### src/design/usbbd_pkg.sv
// Purpose: Shared constants for the buffer descriptor DMA block.
// Assumes: 16-bit byte-addressed RAM, 16-bit descriptor words.
// Notes: Field positions follow the descriptor status word layout.
package usbbd_pkg;

    // ************************************************
    // Widths
    // ************************************************
    localparam int ADDR_W = 16;
    localparam int WORD_W = 16;
    localparam int BC_W = 10;
    localparam int IDX_W = 6;
    localparam int EP_W = 4;
    localparam int PID_W = 4;
    localparam int PP_ENTRIES = 32;

    // ************************************************
    // Descriptor status word fields
    // ************************************************
    localparam int OWN_BIT = 15;
    localparam int TOG_BIT = 14;
    localparam int PID_HI = 13;
    localparam int PID_LO = 10;
    localparam int SYNC_BIT = 11;
    localparam int STALL_BIT = 10;
    localparam int BC_HI = 9;

    // ************************************************
    // Table layout
    // ************************************************
    localparam int BASE_SHIFT = 9;
    localparam int DESC_SHIFT = 2;
    localparam logic [ADDR_W-1:0] ADDR_WORD_OFS = 16'h0002;
    localparam logic [1:0] BE_LO = 2'h1;
    localparam logic [1:0] BE_HI = 2'h2;
    localparam logic [1:0] BE_BOTH = 2'h3;

    // Ping-pong buffering modes
    typedef enum logic [1:0] {
        PP_NONE = 2'h0,
        PP_EP0_RX = 2'h1,
        PP_ALL = 2'h2,
        PP_NOT_EP0 = 2'h3
    } usbbd_mode_e;

    // Engine sequencer states, one-hot
    typedef enum logic [7:0] {
        S_IDLE = 8'h01,
        S_STAT = 8'h02,
        S_ADDR = 8'h04,
        S_XFER = 8'h08,
        S_TXRD = 8'h10,
        S_TXOUT = 8'h20,
        S_RXWR = 8'h40,
        S_WB = 8'h80
    } usbbd_state_e;

endpackage

### src/design/usbbd_dma.sv
// Purpose: Descriptor claim, data move and status writeback for the
//          serial engine, over its own DMA master port into RAM.
// Assumes: Engine logic on ref_clk; RAM answers each request by mem_ack.
// Notes: Ownership is read from RAM each transfer; nothing is cached.
`timescale 1ns/100ps

// What this block does
// - Each descriptor index is tied to one endpoint and direction by mode.
// - Mode 0 uses 2n for receive and 2n+1 for transmit.
// - Mode 1 alternates endpoint 0 receive on 0/1; others shift by one.
// - Mode 2 uses 4n..4n+3, even/odd receive then even/odd transmit.
// - Mode 3 keeps endpoint 0 single; others use 4n-2 onward.
// - Ownership flag set means engine owns; clear means CPU owns.
// - Status word stays readable by the non-owning party.
// - Status word meaning depends on owner; only the ownership, toggle and count fields are shared.
// - Engine overwrites the status word with packet identifier and count.
// - One dedicated DMA port does all table and buffer accesses.
// - Device use writes the received token identifier.
// - Host use writes the returned identifier or a status code.
// - Byte count gives bytes to send or most bytes to accept.
// - On completion byte count becomes bytes actually moved.
// - Table sits 512-byte aligned; pointer holds upper address byte.
// - Descriptor is status word plus address word; 64 descriptors.
// - Selection depends on endpoint, direction and two-bit mode.
// - Host use takes endpoint 0 descriptors for every transfer.
module usbbd_dma
    import usbbd_pkg::*;
(
    input wire logic ref_clk,
    input wire logic rst_n,
    input wire logic clk_en,
    input wire logic [7:0] table_ptr,
    input wire logic [1:0] pingpong_mode,
    input wire logic host_mode,
    input wire logic pp_reset,
    input wire logic xfer_req,
    input wire logic [EP_W-1:0] xfer_ep,
    input wire logic xfer_dir,
    input wire logic [PID_W-1:0] token_pid,
    input wire logic xfer_end,
    input wire logic [PID_W-1:0] result_pid,
    output logic tx_valid,
    output logic [7:0] tx_data,
    input wire logic tx_ready,
    input wire logic rx_valid,
    input wire logic [7:0] rx_data,
    output logic rx_ready,
    output logic mem_req,
    output logic mem_we,
    output logic [ADDR_W-1:0] mem_addr,
    output logic [WORD_W-1:0] mem_wdata,
    output logic [1:0] mem_be,
    input wire logic mem_ack,
    input wire logic [WORD_W-1:0] mem_rdata,
    output logic xfer_busy,
    output logic desc_grant,
    output logic desc_not_owned,
    output logic desc_stall,
    output logic desc_toggle,
    output logic desc_sync_en,
    output logic [IDX_W-1:0] desc_index,
    output logic [BC_W-1:0] desc_max_count,
    output logic xfer_done,
    output logic [BC_W-1:0] xfer_count
);

    // ************************************************
    // State
    // ************************************************
    usbbd_state_e state_q;
    logic [EP_W-1:0] ep_q;
    logic dir_q;
    logic [PID_W-1:0] pid_q;
    logic pp_en_q;
    logic [IDX_W-1:0] idx_q;
    logic tog_q;
    logic sync_q;
    logic [BC_W-1:0] max_q;
    logic [BC_W-1:0] cnt_q;
    logic [ADDR_W-1:0] buf_q;
    logic [PP_ENTRIES-1:0] pp_odd_q;
    logic tx_valid_q;
    logic [7:0] tx_data_q;
    logic rx_ready_q;
    logic mem_req_q;
    logic mem_we_q;
    logic [ADDR_W-1:0] mem_addr_q;
    logic [WORD_W-1:0] mem_wdata_q;
    logic [1:0] mem_be_q;
    logic grant_q;
    logic not_owned_q;
    logic stall_q;
    logic done_q;
    logic [BC_W-1:0] count_q;

    // ************************************************
    // Descriptor selection and addressing
    // ************************************************
    // Host traffic always lands on endpoint 0 descriptors
    wire [EP_W-1:0] ep_eff = host_mode ? 4'h0 : xfer_ep;
    wire [4:0] pp_sel_req = {ep_eff, xfer_dir};
    wire [4:0] pp_sel_q = {ep_q, dir_q};
    wire map_odd = pp_odd_q[pp_sel_req];
    wire [IDX_W-1:0] map_idx;
    wire map_pp_en;

    usbbd_map u_map (
        .mode(pingpong_mode),
        .ep(ep_eff),
        .dir(xfer_dir),
        .odd(map_odd),
        .idx(map_idx),
        .pp_en(map_pp_en)
    );

    // Pointer bit 0 is ignored: the table must sit on a 512-byte boundary
    wire [ADDR_W-1:0] tbl_base = {table_ptr[7:1], 9'h000};
    wire [ADDR_W-1:0] stat_addr = tbl_base
        + ADDR_W'({idx_q, 2'b00});
    wire [ADDR_W-1:0] adr_addr = stat_addr + ADDR_WORD_OFS;

    // Byte lane selection for 16-bit RAM words
    wire [ADDR_W-1:0] byte_addr = buf_q + ADDR_W'(cnt_q);
    wire [7:0] rd_byte = mem_addr_q[0] ? mem_rdata[15:8] : mem_rdata[7:0];
    wire [1:0] wr_be = byte_addr[0] ? BE_HI : BE_LO;

    // Status field decode, CPU view on fetch
    wire st_own = mem_rdata[OWN_BIT];
    wire st_stall = mem_rdata[STALL_BIT];
    wire more_room = (cnt_q < max_q);

    // Writeback word in engine view: owner cleared, identifier and count
    wire [PID_W-1:0] wb_pid = host_mode ? result_pid : pid_q;
    wire [WORD_W-1:0] wb_word = {1'b0, tog_q, wb_pid, cnt_q};

    // Ping-pong phase flips only on a completed writeback
    wire pp_flip = (state_q == S_WB) & mem_ack & pp_en_q;

    // ************************************************
    // Ping-pong phase per endpoint direction
    // ************************************************
    for (genvar g = 0; g < PP_ENTRIES; g++) begin : g_pp
        always_ff @(posedge ref_clk or negedge rst_n) begin
            if (!rst_n) begin
                pp_odd_q[g] <= 1'b0;
            end else if (clk_en) begin
                if (pp_reset) begin
                    pp_odd_q[g] <= 1'b0;
                end else if (pp_flip && pp_sel_q == 5'(g)) begin
                    pp_odd_q[g] <= ~pp_odd_q[g];
                end
            end
        end
    end

    // ************************************************
    // Transfer sequencer
    // ************************************************
    // One-cycle answer pulses drop every enabled cycle unless re-armed
    always_ff @(posedge ref_clk or negedge rst_n) begin
        if (!rst_n) begin
            state_q <= S_IDLE;
            ep_q <= '0;
            dir_q <= 1'b0;
            pid_q <= '0;
            pp_en_q <= 1'b0;
            idx_q <= '0;
            tog_q <= 1'b0;
            sync_q <= 1'b0;
            max_q <= '0;
            cnt_q <= '0;
            buf_q <= '0;
            tx_valid_q <= 1'b0;
            tx_data_q <= '0;
            rx_ready_q <= 1'b0;
            mem_req_q <= 1'b0;
            mem_we_q <= 1'b0;
            mem_addr_q <= '0;
            mem_wdata_q <= '0;
            mem_be_q <= '0;
            grant_q <= 1'b0;
            not_owned_q <= 1'b0;
            stall_q <= 1'b0;
            done_q <= 1'b0;
            count_q <= '0;
        end else if (clk_en) begin
            grant_q <= 1'b0;
            not_owned_q <= 1'b0;
            stall_q <= 1'b0;
            done_q <= 1'b0;
            rx_ready_q <= 1'b0;
            case (state_q)
                S_IDLE: begin
                    if (xfer_req) begin
                        ep_q <= ep_eff;
                        dir_q <= xfer_dir;
                        pid_q <= token_pid;
                        idx_q <= map_idx;
                        pp_en_q <= map_pp_en;
                        cnt_q <= '0;
                        state_q <= S_STAT;
                    end
                end
                S_STAT: begin
                    // Read the status word; RAM stays readable to the CPU
                    mem_req_q <= ~mem_ack;
                    mem_we_q <= 1'b0;
                    mem_addr_q <= stat_addr;
                    mem_be_q <= BE_BOTH;
                    if (mem_req_q && mem_ack) begin
                        if (!st_own) begin
                            not_owned_q <= 1'b1;
                            state_q <= S_IDLE;
                        end else if (st_stall) begin
                            stall_q <= 1'b1; // descriptor left unchanged
                            state_q <= S_IDLE;
                        end else begin
                            tog_q <= mem_rdata[TOG_BIT];
                            sync_q <= mem_rdata[SYNC_BIT];
                            max_q <= mem_rdata[BC_HI:0];
                            state_q <= S_ADDR;
                        end
                    end
                end
                S_ADDR: begin
                    mem_req_q <= ~mem_ack;
                    mem_addr_q <= adr_addr;
                    if (mem_req_q && mem_ack) begin
                        buf_q <= mem_rdata;
                        grant_q <= 1'b1;
                        state_q <= S_XFER;
                    end
                end
                S_XFER: begin
                    if (xfer_end) begin
                        state_q <= S_WB;
                    end else if (dir_q && more_room) begin
                        state_q <= S_TXRD;
                    end else if (!dir_q && rx_valid && !rx_ready_q) begin
                        if (more_room) begin
                            state_q <= S_RXWR;
                        end else begin
                            rx_ready_q <= 1'b1; // Overrun byte dropped
                        end
                    end
                end
                S_TXRD: begin
                    mem_req_q <= ~mem_ack;
                    mem_we_q <= 1'b0;
                    mem_addr_q <= byte_addr;
                    mem_be_q <= BE_BOTH;
                    if (mem_req_q && mem_ack) begin
                        tx_data_q <= rd_byte;
                        tx_valid_q <= 1'b1;
                        state_q <= S_TXOUT;
                    end
                end
                S_TXOUT: begin
                    if (tx_ready) begin
                        tx_valid_q <= 1'b0;
                        cnt_q <= cnt_q + 10'h001;
                        state_q <= S_XFER;
                    end
                end
                S_RXWR: begin
                    mem_req_q <= ~mem_ack;
                    mem_we_q <= ~mem_ack;
                    mem_addr_q <= byte_addr;
                    mem_wdata_q <= {rx_data, rx_data};
                    mem_be_q <= wr_be;
                    if (mem_req_q && mem_ack) begin
                        rx_ready_q <= 1'b1;
                        cnt_q <= cnt_q + 10'h001;
                        state_q <= S_XFER;
                    end
                end
                S_WB: begin
                    // Hand the descriptor back with the engine view
                    mem_req_q <= ~mem_ack;
                    mem_we_q <= ~mem_ack;
                    mem_addr_q <= stat_addr;
                    mem_wdata_q <= wb_word;
                    mem_be_q <= BE_BOTH;
                    if (mem_req_q && mem_ack) begin
                        done_q <= 1'b1;
                        count_q <= cnt_q;
                        state_q <= S_IDLE;
                    end
                end
                default: begin
                    mem_req_q <= 1'b0;
                    mem_we_q <= 1'b0;
                    tx_valid_q <= 1'b0;
                    state_q <= S_IDLE;
                end
            endcase
        end
    end

    // ************************************************
    // Outputs, all from flops
    // ************************************************
    assign tx_valid = tx_valid_q;
    assign tx_data = tx_data_q;
    assign rx_ready = rx_ready_q;
    assign mem_req = mem_req_q;
    assign mem_we = mem_we_q;
    assign mem_addr = mem_addr_q;
    assign mem_wdata = mem_wdata_q;
    assign mem_be = mem_be_q;
    assign desc_grant = grant_q;
    assign desc_not_owned = not_owned_q;
    assign desc_stall = stall_q;
    assign desc_toggle = tog_q; // 1 selects DATA1
    assign desc_sync_en = sync_q;
    assign desc_index = idx_q;
    assign desc_max_count = max_q;
    assign xfer_done = done_q;
    assign xfer_count = count_q;
    // Busy is any state but idle, the inverse of the idle flop bit of the one-hot code
    assign xfer_busy = ~state_q[0];

endmodule // usbbd_dma

### src/design/usbbd_map.sv
// Purpose: Maps endpoint, direction and ping-pong phase to a descriptor.
// Assumes: Pure combinational, endpoint already forced to 0 in host use.
// Notes: pp_en says whether this endpoint direction alternates.
`timescale 1ns/100ps
module usbbd_map
    import usbbd_pkg::*;
(
    input wire logic [1:0] mode,
    input wire logic [EP_W-1:0] ep,
    input wire logic dir,
    input wire logic odd,
    output logic [IDX_W-1:0] idx,
    output logic pp_en
);

    // ************************************************
    // Per-mode index candidates
    // ************************************************
    wire ep0 = (ep == 4'h0);
    wire [IDX_W-1:0] n2 = {1'b0, ep, 1'b0};
    wire [IDX_W-1:0] n4 = {ep, 2'b00};
    wire [IDX_W-1:0] dir1 = {5'h00, dir};
    wire [IDX_W-1:0] odd1 = {5'h00, odd};
    // Mode 0: 2n receive, 2n+1 transmit
    wire [IDX_W-1:0] idx_m0 = n2 + dir1;
    // Mode 1: only endpoint 0 receive alternates
    wire [IDX_W-1:0] idx_m1 = ep0 ? (dir ? 6'h02 : odd1)
                                  : (n2 + 6'h01 + dir1);
    // Mode 2: four descriptors per endpoint
    wire [IDX_W-1:0] idx_m2 = n4 + {4'h0, dir, odd};
    // Mode 3: endpoint 0 single, others alternate
    wire [IDX_W-1:0] idx_m3 = ep0 ? dir1
                            : (n4 - (dir ? 6'h00 : 6'h02) + odd1);

    // Fixed relation of index to endpoint, never reassigned at run time
    assign idx = (mode == PP_NONE) ? idx_m0 :
                 (mode == PP_EP0_RX) ? idx_m1 :
                 (mode == PP_ALL) ? idx_m2 : idx_m3;
    assign pp_en = (mode == PP_EP0_RX) ? (ep0 & ~dir) :
                   (mode == PP_ALL) ? 1'b1 :
                   (mode == PP_NOT_EP0) ? ~ep0 : 1'b0;

endmodule // usbbd_map

### config.mk
export PLATFORM = sky130hd
export DESIGN_NAME = usbbd_dma
export DESIGN_NICKNAME = d
export VERILOG_FILES = /design/src/design/usbbd_pkg.sv /design/src/design/usbbd_dma.sv /design/src/design/usbbd_map.sv
export SDC_FILE = /design/constraint.sdc
export NUM_CORES = 1
export LEC_CHECK = 0
export BUFFER_PORTS_ARGS = -buffer_cell sky130_fd_sc_hd__buf_2
export CORE_ASPECT_RATIO = 1.4
export CORE_UTILIZATION = 50
export CTS_CLUSTER_DIAMETER = 40
export DETAILED_ROUTE_END_ITERATION = 8
export GPL_TIMING_DRIVEN = 1
export PLACE_DENSITY_LB_ADDON = 0.08
export SKIP_LAST_GASP = 1
export SLEW_MARGIN = 40
export SYNTH_ARGS = -nofsm -noshare
export SYNTH_HDL_FRONTEND = slang
export SYNTH_SLANG_ARGS = --single-unit
### constraint.sdc
create_clock -name ref_clk -period 5.5 [get_ports ref_clk]
set_input_delay 0.275 -clock ref_clk [delete_from_list [all_inputs] [get_ports ref_clk]]
set_output_delay 0.275 -clock ref_clk [all_outputs]
set_load 0.05 [all_outputs]
==> results_dict.tcl <==
set metrics [dict create \
    outcome "finished with violations" \
    violations_in_the_final_reports "design-rule violations" \
    synth_seq_cells 154 \
    dieArea_um2 17200 \
    critical_path_buf_inv_count 0 \
    mappedNetlistArea_um2 8310 \
    timing_max_transition_violations_final 0 \
    post_layout_nonfiller_instances 1178 \
    maxCapViolCount 0 \
    post_synth_num_cell_types 67 \
    share_of_post_route_cells_with_drive_strength_above_1_pct 23.3 \
    dp.cells 1143 \
    path_clk_slew_ps 60 \
    slew_headroom_pct 51.5 \
    worst-slew-pin-transition_ps 726 \
    timing.fmax_mhz 347 \
    required_worst_endpoint_ps 5800 \
    synthCells 850 \
    leakagePower_nw 4.77 \
    layout_min_cycle_time_ps 2880 \
    grt_first_pass_wirelength_um 36300 \
    gp_congestion 0.861 \
    synth_edf_count 0 \
    clock_tree.root_cell "sky130_fd_sc_hd__clkbuf_16" \
    flow.area_growth_from_synthesis_pct 17.8 \
    critical_path_cell_count 6 \
    core.rowCount 55 \
    grt.overflow.total 0 \
    via_count 6943 \
    setup.worst_path.end_class "flop" \
    seq_total_area_yosys_pct 46.4 \
    vias_in_the_first_global_route 6771 \
    post_drt_via_cell_ratio 5.89 \
    worst-endpoint-arrival_ps 3180 \
    postSynthNetCount 931 \
    clk_latency_ps 420 \
    vdd.ir_drop.worst_mv 0.228 \
    clock_skew_ps 5.76 \
    postRouteAntennaNets 0 \
    hpwl_um 16700 \
    r2r.worst_path.cells 6 \
    detail_route.iter0.violations 387 \
    die_h_um 155 \
    cp-startpoint "state_q[4]" \
    cp_max_stage_delay_ps 540 \
    cp_cell_sequence "nor4_4 > nand4b_4 > nor3_1 > nand3_1 > o211ai_1 > o31ai_1" \
    initial_antenna_violation_count 3 \
    hold_viol 0 \
    port-buffer-count 134 \
    core_area_um2 16200 \
    worst_setup_path_start_kind "flop" \
    final.period_utilization_pct 52.4 \
    synthesis.area_per_instance_um2 9.78 \
    ys_dominant_reg_cell "sky130_fd_sc_hd__dfrtp_1" \
    yosys_warnings 0 \
    cts.htree.levels 4 \
    cell_with_the_largest_stage_delay_on_the_worst_path "sky130_fd_sc_hd__nor4_4" \
    async_reset_ff_share_pct 100 \
    clock_tree_from_tritoncts "done" \
    routed_wire_length_per_instance_um 19.2 \
    drt_pre_antenna_iters 7 \
    pin_count_of_the_biggest_net_entering_global_routing 87 \
    reg2reg_slack_ps 2620 \
    grt_util_all_layers_pct 27.6 \
    num-nets-final 1045 \
    ioPinCount 136 \
    endpoint "pp_odd_q[29]" \
    clock-sinks 154 \
    route.detailed.drc 24 \
    classification_of_the_worst_setup_path "flop to flop" \
    cellPowerDensity_nw_per_um2 372 \
    die_w_um 111 \
    r2r-end "pp_odd_q[29]" \
    finalWirelength_um 22600 \
    rsz_0062_raised_after_global_routing "false" \
    final_setup_violation_count 0 \
    cts_setup_buffers 0 \
    hold_path.class "primary input to flop" \
    path_delay_family "simple AND/OR/NAND/NOR gates" \
    cts.path.max_buffers 2 \
    max_fo_critical_path 27 \
    initial_core_util_pct 51.2 \
    worstReg2RegStart "state_q[4]" \
    tritoncts.num_buffers 17 \
    fin_setup_tns_ps 0 \
]
-- report_power, final --
part	total, mW	internal (mW)	switching, mW
sequential	1.40	1.27	0.126
combinational	0.933	0.241	0.692
clock	1.32	0.850	0.466
-- how the worst min path moves through the flow --
| stage | from | cells after the start | endpoint |
|---|---|---|---|
| floorplan | rst_n | 0 | buf_q[0] |
| global placement | rst_n | 1 | mem_addr[11] |
| detailed placement | rst_n | 1 | mem_addr[10] |
| CTS | token_pid[2] | 3 | pid_q[2] |
| global route | token_pid[3] | 3 | pid_q[3] |
| finish | token_pid[2] | 3 | pid_q[2] |
-- area by class of cell --
| type | instances | area (um2) |
|---|---|---|
| fill | 1459 | 6450 |
| tap | 199 | 249 |
| inverter | 23 | 86.3 |
| multi-input combinational | 627 | 4200 |
| sequential | 154 | 3850 |
| clock buffer | 20 | 437 |
| antenna | 2 | 5.00 |
| clock inverter | 12 | 221 |
| timing repair buffer | 141 | 738 |
-- registers in the layout (all words and copies together) (netlist names), 2 cells and up --
register        cells
mem_wdata          16
mem_addr           16
pp_odd_q           32
pid_q               4
tx_data             8
desc_index          6
cnt_q              10
mem_be              2
state_q             8
ep_q                4
xfer_count         10
buf_q              16
desc_max_count     10
-- per-stage QoR --
stage               cell area (um2)  power, mW  setup WS, ps  util [%]  hold slack, ps
finish                         9790       3.64          2620      60.3            38.8
global route                   9790       3.80          2340      60.3            37.4
CTS                            9780       3.67          2600      60.2            18.3
detailed placement             9110       2.35          2620      56.1             392
global placement               9090       2.34          2670      56.0             391
floorplan                      8310       2.07          3270         -           -20.6
-- metal layers --
layer	vias up	wire length, um	global-route usage, %
met5	-	11	0
met4	2	738	13.6
met3	44	1010	4.00
met2	168	11700	49.5
met1	3380	9160	32.3
li1	3349	-	-
-- cell usage after synthesis, drive strengths merged (3+ instances only) --
cell    number  share of area, %
a211oi       5              0.45
a21o         7              0.63
a21oi       29               1.7
a31oi       12              0.90
and2         3              0.23
and3         9              0.68
and4b        3              0.36
buf          6              0.36
clkbuf      40               1.8
dfrtp      153                46
ha          23               3.5
inv         23               1.0
mux2        34               4.6
mux2i       36               4.3
mux4         3              0.81
nand2      107               4.8
nand2b      21               1.6
nand3       17               1.0
nand4        4              0.30
nand4b       8               1.0
nor2        51               2.3
nor2b        6              0.45
nor3        16               1.0
nor4         4              0.56
o211ai      30               2.7
o21a         4              0.36
o21ai       82               5.0
o21bai       4              0.36
o22ai        6              0.45
o311ai       3              0.32
o31ai       32               2.9
o32a         3              0.36
o41ai        7              0.74
or2          7              0.53
or3          7              0.53
or4          4              0.36
xnor2        8              0.84
xor2         5              0.53
-- worst register-to-register path: cells and delay by family, from the launching register on --
kind | cells | cell delay [ps]
AND/OR/NAND/NOR | 4 | 1930
flip-flops | 1 | 460
AO/OA/AOI/OAI | 2 | 380
-- what timing repair did --
action | 4_1_cts | 5_1_grt
hold endpoints to repair | 84 | 0
resized for setup | 0 | 0
hold buffers | 1 | 0
-- layout by cell type (no fill, tap or decap), types with 8 or more instances in the layout --
cell type and instances:
sky130_fd_sc_hd__clkbuf_16 17, sky130_fd_sc_hd__xnor2_1 8, sky130_fd_sc_hd__o211ai_1 30, sky130_fd_sc_hd__nor3_1 15, sky130_fd_sc_hd__nand2_1 106, sky130_fd_sc_hd__a31oi_1 12
sky130_fd_sc_hd__buf_2 133, sky130_fd_sc_hd__nand3_1 16, sky130_fd_sc_hd__and3_1 9, sky130_fd_sc_hd__ha_1 23, sky130_fd_sc_hd__mux2_2 34, sky130_fd_sc_hd__inv_1 23
sky130_fd_sc_hd__o31ai_1 32, sky130_fd_sc_hd__nor2_1 50, sky130_fd_sc_hd__mux2i_1 36, sky130_fd_sc_hd__dfrtp_1 153, sky130_fd_sc_hd__a21oi_1 29, sky130_fd_sc_hd__o21ai_0 80
sky130_fd_sc_hd__nand2b_1 21
-- cell families (layout without fill, tap and decap cells) --
family / after synthesis / count (layout) / synth area share (%)
other: 0 / 2 / 0
and+or+nand+nor: 272 / 272 / 16.3
DFF: 154 / 154 / 46.4
adders and majority gates: 24 / 24 / 3.70
buffers and inverters: 69 / 196 / 3.21
xor gates and xnor gates: 13 / 13 / 1.37
AOI/OAI and AO/OA: 245 / 245 / 19.3
muxes: 73 / 73 / 9.75
Power figures use the tool's default switching activity.
